**src/verilog/dfm_defines.svh**
```systemverilog
// register offsets, field positions, reset values and codes for the fault manager
`ifndef DFM_DEFINES_SVH
`define DFM_DEFINES_SVH
`define DFM_OFF_CLEAR      12'h000
`define DFM_OFF_ACT_FAULT  12'h004
`define DFM_OFF_ACT_WARN   12'h008
`define DFM_OFF_STATUS     12'h00c
`define DFM_OFF_IRQ_STAT   12'h010
`define DFM_OFF_IRQ_MASK   12'h014
`define DFM_OFF_HIST_BASE  12'h040
`define DFM_CLEAR_RESET    1'b0
`define DFM_MASK_RESET     4'h0
`define DFM_CODE_NONE      8'h00
`define DFM_CODE_PARAM_IO  8'h01
`define DFM_CODE_PARAM_CHK 8'h02
`define DFM_CODE_ADC_REF   8'h03
`define DFM_IRQ_FAULT      0
`define DFM_IRQ_WARN       1
`define DFM_IRQ_CLEARED    2
`define DFM_IRQ_REFUSED    3
`endif

```
**src/verilog/dfm_pkg.sv**
```systemverilog
// types shared by the fault manager
package dfm_pkg;
    typedef enum logic [1:0] {
        DFM_GRADE_1 = 2'h0,
        DFM_GRADE_2 = 2'h1,
        DFM_GRADE_3 = 2'h2,
        DFM_GRADE_4 = 2'h3
    } dfm_grade_t;

    typedef struct packed {
        logic       valid;
        dfm_grade_t grade;
        logic [7:0] code;
    } dfm_event_t;

    typedef enum logic [2:0] {
        DFM_ST_RDY   = 3'b001,
        DFM_ST_RUN   = 3'b010,
        DFM_ST_FAULT = 3'b100
    } dfm_state_t;
endpackage

```
**src/verilog/dfm_fault_manager.sv**
```systemverilog
// fault and warning manager with clear gating, history and axi4-lite registers
//
// Added by the designer: the AXI4-Lite slave port and the placing of the registers.
`timescale 1ns/1ns
`include "dfm_defines.svh"

module dfm_fault_manager #(
    parameter int HIST_DEPTH  = 5,
    parameter int STATUS_BITS = 16
) (
    // clock and reset
    input  wire logic                    clk_i,
    input  wire logic                    rst_n_i,
    input  wire logic                    ce_i,
    // event sources
    input  wire dfm_pkg::dfm_event_t     event_i,
    input  wire logic                    cause_active_i,
    input  wire logic                    mem_fail_i,
    input  wire logic                    param_check_fail_i,
    input  wire logic                    adc_ref_bad_i,
    input  wire logic [STATUS_BITS-1:0]  drive_status_i,
    // servo side
    input  wire logic                    servo_enable_i,
    input  wire logic                    clear_input_function_i,
    output logic [2:0]                   drive_state_o,
    output logic                         irq_o,
    // axi4-lite slave
    input  wire logic [11:0]             s_axi_awaddr,
    input  wire logic                    s_axi_awvalid,
    output logic                         s_axi_awready,
    input  wire logic [31:0]             s_axi_wdata,
    input  wire logic [3:0]              s_axi_wstrb,
    input  wire logic                    s_axi_wvalid,
    output logic                         s_axi_wready,
    output logic [1:0]                   s_axi_bresp,
    output logic                         s_axi_bvalid,
    input  wire logic                    s_axi_bready,
    input  wire logic [11:0]             s_axi_araddr,
    input  wire logic                    s_axi_arvalid,
    output logic                         s_axi_arready,
    output logic [31:0]                  s_axi_rdata,
    output logic [1:0]                   s_axi_rresp,
    output logic                         s_axi_rvalid,
    input  wire logic                    s_axi_rready
);
    import dfm_pkg::*;

    initial begin
        if (HIST_DEPTH < 1 || HIST_DEPTH > 8 || STATUS_BITS < 1 || STATUS_BITS > 24) begin
            $error("dfm_fault_manager: unsupported parameter values");
        end
        // history words must stay inside the 12-bit register window
        if (int'(`DFM_OFF_HIST_BASE) + 8 * HIST_DEPTH > 4096) begin
            $error("dfm_fault_manager: history does not fit the register window");
        end
    end

    dfm_state_t          state;
    logic [7:0]          active_fault_monitor;
    dfm_grade_t          fault_grade;
    logic [7:0]          active_warning_monitor;
    logic                fault_clear_setting;
    logic [7:0]          f_code [HIST_DEPTH];
    logic [STATUS_BITS-1:0] f_stat [HIST_DEPTH];
    logic [7:0]          w_code [HIST_DEPTH];
    logic [STATUS_BITS-1:0] w_stat [HIST_DEPTH];
    logic [3:0]          irq_stat;
    logic [3:0]          irq_mask;
    dfm_event_t          ev;
    logic                clear_req;
    logic                fault_clr_ok;
    logic                warn_clr_ok;
    logic                new_fault;
    logic                new_warn;
    logic [3:0]          irq_set;

    // internal detectors take priority over external events; the last one in code order wins
    // memory fault code
    always_comb begin
        ev = event_i;
        if (adc_ref_bad_i) begin
            ev = '{valid: 1'b1, grade: DFM_GRADE_1, code: `DFM_CODE_ADC_REF};
        end
        if (param_check_fail_i) begin
            ev = '{valid: 1'b1, grade: DFM_GRADE_1, code: `DFM_CODE_PARAM_CHK};
        end
        if (mem_fail_i) begin
            ev = '{valid: 1'b1, grade: DFM_GRADE_1, code: `DFM_CODE_PARAM_IO};
        end
    end

    assign new_warn  = ev.valid && ev.grade == DFM_GRADE_4;
    // a held fault is not displaced by a lesser one
    assign new_fault = ev.valid && ev.grade != DFM_GRADE_4
                       && (active_fault_monitor == `DFM_CODE_NONE || ev.grade < fault_grade);

    assign clear_req = fault_clear_setting || clear_input_function_i;
    // cause gone first
    // a more severe fault arriving in the clear cycle wins over the clear
    assign fault_clr_ok = clear_req && active_fault_monitor != `DFM_CODE_NONE
                          && fault_grade != DFM_GRADE_1 && !servo_enable_i
                          && !cause_active_i && !new_fault;
    assign warn_clr_ok = clear_req && !new_warn;

    always_ff @(posedge clk_i) begin
        if (!rst_n_i) begin
            active_fault_monitor <= `DFM_CODE_NONE;
            // reset loads grade four; a clear leaves the grade as it was, so only the code says whether a fault is held
            fault_grade          <= DFM_GRADE_4;
        end else if (ce_i) begin
            if (new_fault) begin
                active_fault_monitor <= ev.code;
                fault_grade          <= ev.grade;
            end else if (fault_clr_ok) begin
                active_fault_monitor <= `DFM_CODE_NONE;
            end
        end
    end

    always_ff @(posedge clk_i) begin
        if (!rst_n_i) begin
            active_warning_monitor <= `DFM_CODE_NONE;
        end else if (ce_i) begin
            if (new_warn) begin
                active_warning_monitor <= ev.code;
            end else if (warn_clr_ok) begin
                active_warning_monitor <= `DFM_CODE_NONE;
            end
        end
    end

    always_ff @(posedge clk_i) begin
        if (!rst_n_i) begin
            state <= DFM_ST_RDY;
        end else if (ce_i) begin
            unique case (state)
                // rdy and run follow servo enable while no fault is held
                DFM_ST_RDY, DFM_ST_RUN: begin
                    if (new_fault) begin
                        state <= DFM_ST_FAULT;
                    end else begin
                        state <= servo_enable_i ? DFM_ST_RUN : DFM_ST_RDY;
                    end
                end
                DFM_ST_FAULT: begin
                    if (fault_clr_ok) begin
                        state <= servo_enable_i ? DFM_ST_RUN : DFM_ST_RDY;
                    end
                end
                default: state <= DFM_ST_RDY;
            endcase
        end
    end
    assign drive_state_o = state;

    // never cleared by clear
    // newest entry at index zero, the oldest drops off the end
    generate
        for (genvar i = 0; i < HIST_DEPTH; i++) begin : g_hist
            always_ff @(posedge clk_i) begin
                if (!rst_n_i) begin
                    f_code[i] <= `DFM_CODE_NONE;
                    f_stat[i] <= '0;
                    w_code[i] <= `DFM_CODE_NONE;
                    w_stat[i] <= '0;
                end else if (ce_i) begin
                    if (new_fault) begin
                        f_code[i] <= (i == 0) ? ev.code : f_code[(i == 0) ? 0 : i - 1];
                        f_stat[i] <= (i == 0) ? drive_status_i : f_stat[(i == 0) ? 0 : i - 1];
                    end
                    if (new_warn) begin
                        w_code[i] <= (i == 0) ? ev.code : w_code[(i == 0) ? 0 : i - 1];
                        w_stat[i] <= (i == 0) ? drive_status_i : w_stat[(i == 0) ? 0 : i - 1];
                    end
                end
            end
        end
    endgenerate

    // ---------------- axi4-lite ----------------
    logic       aw_held;
    logic       w_held;
    logic [11:0] aw_addr;
    logic [31:0] w_data;
    logic [3:0]  w_strb;
    logic        wr_go;
    logic        wr_clear;
    logic        wr_stat;
    logic        wr_mask;

    // one write in flight; a new address waits for the response
    assign s_axi_awready = !aw_held && !s_axi_bvalid;
    assign s_axi_wready  = !w_held && !s_axi_bvalid;
    assign wr_go   = aw_held && w_held && !s_axi_bvalid;
    assign wr_clear = wr_go && aw_addr == `DFM_OFF_CLEAR && w_strb[0];
    assign wr_stat  = wr_go && aw_addr == `DFM_OFF_IRQ_STAT && w_strb[0];
    assign wr_mask  = wr_go && aw_addr == `DFM_OFF_IRQ_MASK && w_strb[0];

    // write address holding
    always_ff @(posedge clk_i) begin
        if (!rst_n_i) begin
            aw_held <= 1'b0;
            aw_addr <= '0;
        end else if (ce_i) begin
            if (wr_go) begin
                aw_held <= 1'b0;
            end else if (s_axi_awvalid && s_axi_awready) begin
                aw_held <= 1'b1;
                aw_addr <= s_axi_awaddr;
            end
        end
    end

    // write data holding
    always_ff @(posedge clk_i) begin
        if (!rst_n_i) begin
            w_held <= 1'b0;
            w_data <= '0;
            w_strb <= '0;
        end else if (ce_i) begin
            if (wr_go) begin
                w_held <= 1'b0;
            end else if (s_axi_wvalid && s_axi_wready) begin
                w_held <= 1'b1;
                w_data <= s_axi_wdata;
                w_strb <= s_axi_wstrb;
            end
        end
    end

    // write response
    always_ff @(posedge clk_i) begin
        if (!rst_n_i) begin
            s_axi_bvalid <= 1'b0;
            s_axi_bresp  <= 2'h0;
        end else if (ce_i) begin
            if (wr_go) begin
                s_axi_bvalid <= 1'b1;
                // unmapped or read-only targets answer slverr
                s_axi_bresp <= (aw_addr == `DFM_OFF_CLEAR || aw_addr == `DFM_OFF_IRQ_STAT
                                || aw_addr == `DFM_OFF_IRQ_MASK) ? 2'h0 : 2'h2;
            end else if (s_axi_bvalid && s_axi_bready) begin
                s_axi_bvalid <= 1'b0;
            end
        end
    end

    always_ff @(posedge clk_i) begin
        if (!rst_n_i) begin
            fault_clear_setting <= `DFM_CLEAR_RESET;
        end else if (ce_i) begin
            fault_clear_setting <= wr_clear ? w_data[0] : 1'b0;
        end
    end

    always_ff @(posedge clk_i) begin
        if (!rst_n_i) begin
            irq_mask <= `DFM_MASK_RESET;
        end else if (ce_i && wr_mask) begin
            irq_mask <= w_data[3:0];
        end
    end

    always_comb begin
        irq_set = '0;
        irq_set[`DFM_IRQ_FAULT]   = new_fault;
        irq_set[`DFM_IRQ_WARN]    = new_warn;
        irq_set[`DFM_IRQ_CLEARED] = fault_clr_ok;
        // tells software the clear came too early or cannot apply
        irq_set[`DFM_IRQ_REFUSED] = clear_req && !fault_clr_ok
                                    && active_fault_monitor != `DFM_CODE_NONE;
    end

    // set wins over a write-one clear in the same cycle
    always_ff @(posedge clk_i) begin
        if (!rst_n_i) begin
            irq_stat <= '0;
        end else if (ce_i) begin
            irq_stat <= (irq_stat & ~(wr_stat ? w_data[3:0] : 4'h0)) | irq_set;
        end
    end
    assign irq_o = |(irq_stat & irq_mask);

    // read side
    logic [31:0] rd_val;
    logic        rd_ok;
    logic [11:0] hidx;
    logic [31:0] hist_rd [2*HIST_DEPTH];

    // history words: faults first, then warnings, newest first
    generate
        for (genvar j = 0; j < HIST_DEPTH; j++) begin : g_hist_rd
            assign hist_rd[j]              = 32'({f_stat[j], f_code[j]});
            assign hist_rd[j + HIST_DEPTH] = 32'({w_stat[j], w_code[j]});
        end
    endgenerate

    always_comb begin
        rd_val = '0;
        rd_ok  = 1'b1;
        hidx   = s_axi_araddr - `DFM_OFF_HIST_BASE;
        unique case (s_axi_araddr)
            `DFM_OFF_CLEAR:     rd_val = {31'h0, fault_clear_setting};
            `DFM_OFF_ACT_FAULT: rd_val = {24'h0, active_fault_monitor};
            `DFM_OFF_ACT_WARN:  rd_val = {24'h0, active_warning_monitor};
            `DFM_OFF_STATUS:    rd_val = {27'h0, fault_grade, state};
            `DFM_OFF_IRQ_STAT:  rd_val = {28'h0, irq_stat};
            `DFM_OFF_IRQ_MASK:  rd_val = {28'h0, irq_mask};
            // unmapped reads answer slverr with zero data
            default: begin
                rd_ok = 1'b0;
                if (s_axi_araddr >= `DFM_OFF_HIST_BASE && hidx[1:0] == 2'h0
                    && hidx[11:2] < 10'(2 * HIST_DEPTH)) begin
                    rd_ok  = 1'b1;
                    rd_val = hist_rd[hidx[5:2]];
                end
            end
        endcase
    end

    // reads are refused while a response still stands
    assign s_axi_arready = !s_axi_rvalid;

    always_ff @(posedge clk_i) begin
        if (!rst_n_i) begin
            s_axi_rvalid <= 1'b0;
            s_axi_rdata  <= '0;
            s_axi_rresp  <= 2'h0;
        end else if (ce_i) begin
            if (s_axi_arvalid && s_axi_arready) begin
                s_axi_rvalid <= 1'b1;
                s_axi_rdata  <= rd_ok ? rd_val : 32'h0;
                s_axi_rresp  <= rd_ok ? 2'h0 : 2'h2;
            end else if (s_axi_rvalid && s_axi_rready) begin
                s_axi_rvalid <= 1'b0;
            end
        end
    end
endmodule

```
**config.mk**
```make
export PLATFORM = sky130hd
export DESIGN_NAME = dfm_fault_manager
export DESIGN_NICKNAME = d
export VERILOG_FILES = /design/src/verilog/dfm_pkg.sv /design/src/verilog/dfm_fault_manager.sv
export VERILOG_INCLUDE_DIRS = /design/src /design/src/verilog
export SDC_FILE = /design/constraint.sdc
export NUM_CORES = 1
export LEC_CHECK = 0
export ABC_AREA = 0
export BUFFER_PORTS_ARGS = -buffer_cell sky130_fd_sc_hd__clkbuf_2
export CAP_MARGIN = 20
export CORE_ASPECT_RATIO = 1.75
export CORE_MARGIN = 2
export CORE_UTILIZATION = 31
export DETAILED_ROUTE_END_ITERATION = 10
export GPL_ROUTABILITY_DRIVEN = 0
export GPL_TIMING_DRIVEN = 0
export PLACE_DENSITY = 0.48
export SKIP_CTS_REPAIR_TIMING = 1
export SLEW_MARGIN = 20
export SYNTH_ARGS = -nofsm -noshare
export SYNTH_HDL_FRONTEND = slang
export SYNTH_SLANG_ARGS = --single-unit
```
**constraint.sdc**
```tcl
create_clock -name clk_i -period 14.65 [get_ports clk_i]
set_input_delay 4.395 -clock clk_i [delete_from_list [all_inputs] [get_ports clk_i]]
set_output_delay 4.395 -clock clk_i [all_outputs]
set_load 0.1 [all_outputs]
```
==> impl_metrics.csv, run 1 <==
group,metric,value,unit
clock_tree,clk_latency,580,ps
critical_path,required,15080,ps
die,die_h,287,microns
die,die_w,165,microns
route,first_iter_violations,468,
synthesis,ys_ff_latch,317,
outcome,status,"completed",
critical_path,endpoint_kind,"register",
synthesis,synth_fa_ha_area_frac,0.000885,
route,wl_per_cell,21.7,microns
die,num_rows,103,
run,max_cap_viol_count,0,
finish,drive_gt1_frac,0.228,
sta,finalHoldViolCount,0,
critical_path,path_class,"in2reg",
global_route,grt_pass1_wl,58.4,mm
sta,finalMaxSlewViolations,0,
critical_path,crit_arrival,7220,ps
pwr,powerDensity,119,nW/um^2
route,antenna_left,0,
finish,fin_util,0.367,
sta,fmax,147,MHz
sta,whs,438,ps
finish,nets,1299,
synthesis,synth_cell_types,62,
route,drt-pass1-iter-count,5,
die,start_util,0.313,
synthesis,synth_top_family_by_area,"simple AND/OR/NAND/NOR gates",
finish,fillCellCount,4451,
sta,worst_pin_slew,946,ps
clock_tree,numClockSinks,317,
die,core-area,45100,sq um
synthesis,synth-simple-area-share,0.165,
sta,grt_setup_unrepaired,"false",
sta,min_period_over_period,0.464,
synthesis,synth_xor_area_frac,0,
global_route,grt_max_degree,57,
sta,finClkSkew,25.9,ps
clock_tree,numCtsBuffers,30,
synthesis,synth_area,14100,sq um
synthesis,async_flop_share,0,
pwr,ir_worst_vdd,0.0817,mV
synthesis,synth.area.mux_share,0.123,
synthesis,syn_inst,1044,
clock_tree,cts_buffer_depth,3,
global_route,grt_pass1_vias,9358,
global_route,antenna_found_initial,0,
synthesis,synth_top_area_share,0.510,
finish,seq_area,8750,sq um
finish,stdcell_count,1798,
synthesis,yosysTopAreaCell,"edfxtp_1",
sta,min_period,6790,ps
route,via_count,8835,
sta,fin_tns_setup,0,ps
synthesis,seq_area_frac_synth,0.619,
critical_path,startpoint_type,"primary input",
placement,dp_hpwl,29.4,mm
critical_path,crit_path_max_fanout,10,
finish,multi_input_area,5010,sq um
finish,syn_to_final_growth,17.0,%
clock_tree,cts_tree,"yes",
synthesis,synthFlopType,"edfxtp_1",
finish,antenna_cells,0,
synthesis,synth.area.top_cells,"edfxtp_1 51%, dfxtp_1 11%, and2_1 10%",
route,routed_wl,39.0,mm
synthesis,ys.warnings.count,0,
route,viasPerCell,4.91,
clock_tree,root_buffer,"clkbuf_16",
die,io_pins,146,
worst_hold_path,min_path_type,"reg2reg",
global_route,gr-total-overflow,0,
sta,slew_headroom,0.367,
clock_tree,clkTransAtPathRegs,60,ps
synthesis,synth_compound_area_frac,0.0606,
pwr,leakage,6.37,nW
sta,setup_viol,0,
clock_tree,htree_levels,1,
synthesis,synth.avg_cell_area,13.5,sq um
route,drc_errors,0,
synthesis,synth_edf_count,240,
global_route,track_usage,0.167,
die,dieArea,47400,sq um
worst_hold_path,min_path_cells,2,
placement,io_buffers,103,
placement,post-place-cells,1742,
critical_path,rr_worst_depth,7,
==> layer usage <==
metal / vias to the layer above / routed length, microns / global-route usage
met5: - / 0 / 0
met4: 0 / 1110 / 0.0534
met3: 57 / 1170 / 0.0166
met2: 188 / 22000 / 0.326
met1: 4467 / 14800 / 0.185
li1: 4123 / - / -
==> flip-flops by register name (all words and copies together) (netlist names), 3 cells and up <==
| name | count |
|---|---|
| active_fault_monitor | 8 |
| f_code | 40 |
| aw_addr | 12 |
| s_axi_rdata | 24 |
| w_stat | 80 |
| w_data | 4 |
| active_warning_monitor | 8 |
| drive_state_o | 3 |
| irq_mask | 4 |
| irq_stat | 4 |
| w_code | 40 |
| f_stat | 80 |
==> cell usage in the layout, fill, tap and decap left out, types with 3 or more instances in the layout <==
master     count
edfxtp_1     240
and2_1       231
clkbuf_2     103
dfxtp_1       77
nand2_1       57
mux4_2        49
nor2_1        38
clkbuf_1      37
mux2i_1       37
clkbuf_16     31
a21oi_1       28
mux2_2        24
o21ai_0       22
a22oi_1       20
buf_4         15
buf_2         14
nand3_1       13
inv_1         11
and3_1        10
o21ai_1       10
conb_1        10
clkinv_2      10
nor3_1         9
a21o_1         9
clkinv_1       8
buf_6          7
nor2b_1        7
a32o_1         7
buf_16         7
nand4_1        6
nand2b_1       6
o22ai_1        6
nor4_1         5
buf_1          5
a31oi_1        3
and4_1         3
==> synthesized netlist by cell type, types with 3 or more instances <==
| master | count |
|---|---|
| mux2i_1 | 37 |
| nand3_1 | 13 |
| nand4_1 | 6 |
| nor2b_1 | 7 |
| clkbuf_1 | 32 |
| a21oi_1 | 28 |
| a31oi_1 | 3 |
| inv_1 | 11 |
| o22ai_1 | 6 |
| buf_6 | 7 |
| nand2_1 | 57 |
| dfxtp_1 | 77 |
| nor4_1 | 5 |
| a32o_1 | 7 |
| nor2_1 | 38 |
| and4_1 | 3 |
| and2_1 | 231 |
| a21o_1 | 10 |
| nand2b_1 | 6 |
| o21ai_1 | 10 |
| a22oi_1 | 20 |
| edfxtp_1 | 240 |
| o21ai_0 | 23 |
| buf_4 | 15 |
| mux4_2 | 49 |
| nor3_1 | 9 |
| buf_2 | 13 |
| and3_1 | 10 |
| buf_1 | 5 |
| mux2_2 | 24 |
==> cell type report <==
cell class / instances / share of cell area
clock inverters: 20 / 0.00575
repair buffers: 112 / 0.0443
inverters: 11 / 0.00250
flip-flops and latches: 317 / 0.529
clock buffers: 36 / 0.0480
plain buffers: 72 / 0.0239
multi-input cells: 653 / 0.303
well taps: 577 / 0.0436
==> worst paths after layout <==
path,start,endpoint,slack [ps]
setup reg to reg,active_fault_monitor[2],f_code[1][7],11850
setup / recovery,mem_fail_i,f_code[1][7],7860
hold / removal,s_axi_rdata[10],s_axi_rdata[10],440
hold reg to reg,s_axi_rdata[10],s_axi_rdata[10],440
==> kinds of logic after synthesis <==
group / count (synthesis)
other cells: 1
mux: 110
buf+inv: 83
flops: 317
simple gates: 403
fa+ha+maj: 1
compound gates: 129
==> worst max-delay path, cell delays in order <==
cell      delay (ps)
clkbuf_2         120
nor3_2           590
and2_1           260
ha_1             240
o22ai_1          220
o21a_2           250
and3_1           210
buf_6            150
clkbuf_1         550
and2_1           220
==> metrics by stage <==
stage               worst slack (ps)  instance area (sq um)  total power [mW]
CTS                             7850                  16500              1.98
global placement               -5190                  15400              1.26
floorplan                        586                  14200              1.19
global route                    7750                  16500              2.03
finish                          7860                  16500              1.96
detailed placement              7260                  15700              1.26
==> where the power goes <==
part | total (mW) | internal, mW | switching [mW] | leakage, nW
sequential | 1.04 | 1.01 | 0.0250 | 3.17
combinational | 0.193 | 0.0719 | 0.121 | 2.76
clock | 0.728 | 0.385 | 0.343 | 0.440
total | 1.96 | 1.47 | 0.489 | 6.37
Note: power is estimated with default switching activity, not from simulation.
==> inputs of run 2 (changes only) <==
PLACE_DENSITY = 0.46   (was 0.48)
clock period = 6.3 ns   (was 14.65 ns; I/O delays follow)
==> run 2 against run 1 <==
Effect of this change: clock skew fell by 11 ps; core utilization rose by 0.24 points; register-to-register slack got worse by 8500 ps; critical endpoint is now f_stat[2][15]; largest power group unchanged; highest routed layer unchanged.
==> impl_metrics.csv, run 2 (same netlist as run 1, synthesis figures left out) <==
group,metric,value,unit
outcome,status,"completed",
run,max_cap_viol_count,0,
pwr,clockPowerShare,0.392,
clock_tree,root_buffer,"clkbuf_16",
finish,seq_area,8750,sq um
pwr,ir_worst_vdd,0.182,mV
finish,layout.cells.most_common,"edfxtp_1",
clock_tree,numClockSinks,317,
pwr,p_int,3.56,mW
critical_path,cp_slowest_cell,"clkbuf_1",
clock_tree,cts_tree,"yes",
pwr,switchingPower,1.16,mW
route,antenna_left,0,
finish,final_cell_mix,"240 x edfxtp_1, 231 x and2_1, 103 x clkbuf_2",
die,die_h,287,microns
die,core-area,45100,sq um
worst_hold_path,worstHoldStart,"s_axi_rdata[11]",
route,wl_per_cell,22.3,microns
critical_path,startpoint_type,"primary input",
critical_path,path_cells,"clkbuf_2 > nor3_2 > and2_1 > ha_1 > o22ai_1 > o21a_2 > and3_1 > buf_6 > clkbuf_1 > and2_1",
placement,dp_hpwl,29.9,mm
critical_path,r2r-start,"active_fault_monitor[2]",
route,routed_wl,40.0,mm
finish,fin_util,0.369,
sta,worst_pin_slew,1040,ps
clock_tree,clk_latency,570,ps
die,start_util,0.313,
critical_path,max_stage_delay,560,ps
sta,grt_setup_unrepaired,"false",
critical_path,path_class,"in2reg",
finish,antenna_cells,0,
placement,io_buffers,103,
global_route,track_usage,0.170,
route,drc_errors,0,
die,num_rows,103,
sta,setup_viol,0,
global_route,gr-total-overflow,0,
pwr,leakage,6.42,nW
global_route,grt_pass1_wl,59.2,mm
pwr,p_seq_frac,0.512,
critical_path,crit_start,"mem_fail_i",
die,io_pins,146,
critical_path,crit_family,"simple AND/OR/NAND/NOR gates",
critical_path,rr_worst_depth,7,
critical_path,crit_cells,10,
sta,min_period_over_period,0.674,
clock_tree,htree_levels,1,
critical_path,regToRegEndpoint,"f_stat[2][15]",
die,die_w,165,microns
clock_tree,numCtsBuffers,31,
finish,syn_to_final_growth,17.8,%
global_route,antenna_found_initial,1,
sta,slew_headroom,0.299,
critical_path,endpoint_kind,"register",
worst_hold_path,min_path_type,"reg2reg",
sta,min_period,4250,ps
finish,largestRegisters,"f_stat (80), w_stat (80)",
pwr,switching_share,0.245,
critical_path,crit_path_max_fanout,10,
finish,multi_input_area,5010,sq um
route,viasPerCell,4.92,
critical_path,setup.worst_path.end,"f_stat[2][15]",
route,via_count,8845,
pwr,powerDensity,284,nW/um^2
clock_tree,cts_buffer_depth,3,
critical_path,reg2reg_setup_slack,3380,ps
global_route,grt_max_degree,57,
sta,fin_tns_setup,0,ps
sta,finalMaxSlewViolations,0,
pwr,finalPower,4.72,mW
finish,nets,1300,
finish,fillCellCount,4396,
route,drt-pass1-iter-count,4,
critical_path,required,6740,ps
sta,finClkSkew,15.2,ps
sta,whs,437,ps
placement,pre_cts_slack,1440,ps
global_route,grt_pass1_vias,9280,
sta,finalHoldViolCount,0,
route,first_iter_violations,562,
critical_path,crit_arrival,4690,ps
finish,drive_gt1_frac,0.231,
critical_path,critPathMostFrequentCell,"and2_1",
clock_tree,clkTransAtPathRegs,60,ps
die,dieArea,47400,sq um
critical_path,cp.buffers_inverters,3,
sta,fmax,235,MHz
sta,timing.final.ws_setup,2050,ps
pwr,power_frac_comb,0.096,
## run 2: cell types whose count changed in the layout (fill, tap and decap cells not counted)
cell,delta
buf_16,+1
clkinv_2,-3
clkbuf_8,+5
buf_12,-1
clkinv_1,-4
bufinv_16,+2
## run 2: worst min-delay path by stage
stage / endpoint / slack (ps) / depth (start not counted)
4_1_cts: s_axi_rdata[15] / 440 / 2
3_5_place_dp: active_warning_monitor[7] / 430 / 1
6_report: s_axi_rdata[11] / 440 / 2
5_1_grt: s_axi_rdata[13] / 460 / 2
2_1_floorplan: active_warning_monitor[6] / 420 / 1
3_3_place_gp: active_warning_monitor[7] / 430 / 1
## run 2: layout make-up
class | instances | share of cell area
inverters | 11 | 0.00248
multi-input cells | 653 | 0.301
repair buffers | 112 | 0.0445
flip-flops and latches | 317 | 0.526
plain buffers | 72 | 0.0238
well taps | 577 | 0.0434
clock buffers | 41 | 0.0519
clock inverters | 15 | 0.00752
## run 2: power groups by stage
stage	Sequential, mW	Clock, mW	Combinational [mW]
3_5_place_dp	2.46	0	0.462
3_3_place_gp	2.47	0	0.436
6_report	2.42	1.85	0.452
5_1_grt	2.43	1.97	0.486
4_1_cts	2.42	1.91	0.463
2_1_floorplan	2.48	0	0.270
## run 2: worst register-to-register path: cells and delay by family (launching register included)
family / cells / cell delay, ps
AND/OR/NAND/NOR: 4 / 1510
buffers and inverters: 2 / 720
flip-flops: 1 / 330
AO/OA/AOI/OAI: 1 / 240
## run 2: stage by stage
stage | cells | area, sq um
after floorplan | 1053 | 14200
after global placement | 1733 | 15400
after detailed placement | 1742 | 15700
after CTS | 1798 | 16600
after global routing | 1798 | 16600
final | 1798 | 16600
## run 2: layer usage
| metal | up-vias | global-route usage | share of wire |
|---|---|---|---|
| li1 | 4135 | - | - |
| met1 | 4466 | 0.187 | 0.38 |
| met2 | 192 | 0.332 | 0.56 |
| met3 | 52 | 0.0168 | 0.029 |
| met4 | 0 | 0.0606 | 0.032 |
| met5 | - | 0 | 0 |
==> inputs of run 3 (changes only) <==
clock period = 4 ns   (was 6.3 ns; I/O delays follow)
==> run 3 against run 2 <==
Effect of this change: sequential cell count unchanged; global-route usage decreased by 0.084 points; total power increased by 57%; die area unchanged; setup slack got worse by 1400 ps; count of clock-buffer cells in the layout decreased by 2; largest cell class unchanged; hold slack improved by 0.86 ps; via count decreased by 0.35%; first-iteration DRC count increased by 10%.
==> impl_metrics.csv, run 3 (same netlist as run 1, synthesis figures left out) <==
group,metric,value,unit
global_route,antenna_found_initial,0,
placement,io_buffers,103,
route,via_count,8814,
outcome,status,"completed",
critical_path,path_class,"in2reg",
global_route,grt_pass1_vias,9040,
route,wl_per_cell,22.0,microns
worst_hold_path,whs_endpoint,"s_axi_rdata[11]",
sta,fmax,295,MHz
sta,min_period_over_period,0.848,
pwr,ir_worst_vdd,0.286,mV
critical_path,required,4430,ps
finish,antenna_cells,0,
global_route,met3_usage,0.0198,
clock_tree,numClockSinks,317,
sta,setup_viol,0,
sta,finalMaxSlewViolations,0,
route,drt-pass1-iter-count,5,
critical_path,crit_arrival,3820,ps
critical_path,reg2reg_setup_slack,1080,ps
sta,slew_headroom,0.358,
global_route,busiest_layer,"met2",
pwr,powerDensity,445,nW/um^2
finish,largestRegisters,"f_stat (80), w_stat (80)",
route,antenna_left,0,
clock_tree,cts_buffer_depth,3,
die,start_util,0.313,
worst_hold_path,worstHoldStart,"s_axi_rdata[11]",
critical_path,regToRegEndpoint,"f_code[4][0]",
critical_path,startpoint_type,"primary input",
finish,stdcell_count,1799,
finish,fillCellCount,4458,
sta,whs,438,ps
finish,nets,1300,
die,num_rows,103,
sta,finalHoldViolCount,0,
sta,timing.final.ws_setup,606,ps
clock_tree,htree_levels,1,
sta,min_period,3390,ps
route,routed_wl,39.7,mm
sta,finClkSkew,17.9,ps
sta,fin_tns_setup,0,ps
sta,grt_setup_unrepaired,"false",
die,core-area,45100,sq um
critical_path,cp_slowest_cell,"clkbuf_1",
finish,layout.cells.most_common,"edfxtp_1",
worst_hold_path,min_path_type,"reg2reg",
die,die_w,165,microns
placement,pre_cts_slack,-6.09,ps
critical_path,r2r-start,"active_fault_monitor[7]",
critical_path,rr_worst_depth,7,
finish,final_cell_mix,"240 x edfxtp_1, 231 x and2_1, 103 x clkbuf_2",
global_route,track_usage,0.169,
critical_path,critPathMostFrequentCell,"and2_1",
placement,dp_hpwl,30.0,mm
placement,post-place-cells,1742,
sta,worst_pin_slew,955,ps
finish,drive_gt1_frac,0.233,
pwr,leakage,6.42,nW
clock_tree,clkTransAtPathRegs,60,ps
die,die_h,287,microns
clock_tree,clk_latency,580,ps
clock_tree,cts_tree,"yes",
critical_path,crit_path_max_fanout,10,
route,drc_errors,0,
finish,syn_to_final_growth,17.7,%
route,first_iter_violations,621,
global_route,gr-usage-met2,0.323,
global_route,gr-total-overflow,0,
worst_hold_path,min_path_cells,2,
global_route,grt_max_degree,56,
clock_tree,numCtsBuffers,31,
run,max_cap_viol_count,0,
critical_path,endpoint_kind,"register",
critical_path,path_cells,"clkbuf_2 > nor3_4 > and2_1 > ha_1 > o22ai_1 > o21a_2 > and3_1 > buf_6 > clkbuf_1 > and2_1",
global_route,grt_pass1_wl,58.8,mm
pwr,finalPower,7.41,mW
global_route,grtUsageMet1,0.187,
route,viasPerCell,4.90,
critical_path,max_stage_delay,530,ps
die,dieArea,47400,sq um
die,io_pins,146,
clock_tree,root_buffer,"clkbuf_16",
run 3: cell count changes in the layout (fill, tap and decap cells not counted), sizes merged:
| cell | change |
|---|---|
| clkbuf | -2 |
| clkinv | +1 |
| clkinvlp | +2 |
run 3: critical path: cells and delay by family:
| family | cells | cell delay [ps] |
|---|---|---|
| AND/OR/NAND/NOR | 4 | 1060 |
| AO/OA/AOI/OAI | 2 | 500 |
| adder cells (fa/ha/maj) | 1 | 230 |
| buffers and inverters | 3 | 810 |
run 3: layout make-up:
| cell class | instances | area, sq um | share of cell area |
|---|---|---|---|
| multi-input combinational | 653 | 5020 | 0.301 |
| sequential | 317 | 8750 | 0.526 |
| inverter | 11 | 41.3 | 0.00248 |
| buffer | 72 | 395 | 0.0238 |
| clock buffer | 39 | 837 | 0.0503 |
| tap | 577 | 722 | 0.0434 |
| clock inverter | 18 | 149 | 0.00895 |
| timing repair buffer | 112 | 733 | 0.0441 |
run 3: worst max path at each step:
stage                from  cells after the start  slack, ps       endpoint
2_1_floorplan  mem_fail_i                      3       -120   w_code[0][0]
3_3_place_gp   mem_fail_i                      4      -1900   w_stat[1][3]
3_5_place_dp   mem_fail_i                     10         -6  f_stat[2][15]
4_1_cts        mem_fail_i                     10        590   f_code[2][7]
5_1_grt        mem_fail_i                     10        490   f_code[4][0]
6_report       mem_fail_i                     10        610   f_code[4][0]
run 3: routing by layer:
layer	part of all wire	routed length [microns]
met5	0	0
met4	0.039	1560
met3	0.037	1460
met2	0.55	21800
met1	0.37	14800
run 3: stage by stage:
stage          cell area [sq um]   util
4_1_cts                    16600  0.369
5_1_grt                    16600  0.369
6_report                   16600  0.369
3_3_place_gp               15400  0.342
3_5_place_dp               15700  0.347
2_1_floorplan              14200      -
run 3: report_power, final:
| group | switching (mW) | internal [mW] | total, mW |
|---|---|---|---|
| sequential | 0.0950 | 3.72 | 3.81 |
| combinational | 0.446 | 0.264 | 0.709 |
| clock | 1.28 | 1.61 | 2.89 |
| total | 1.82 | 5.59 | 7.41 |
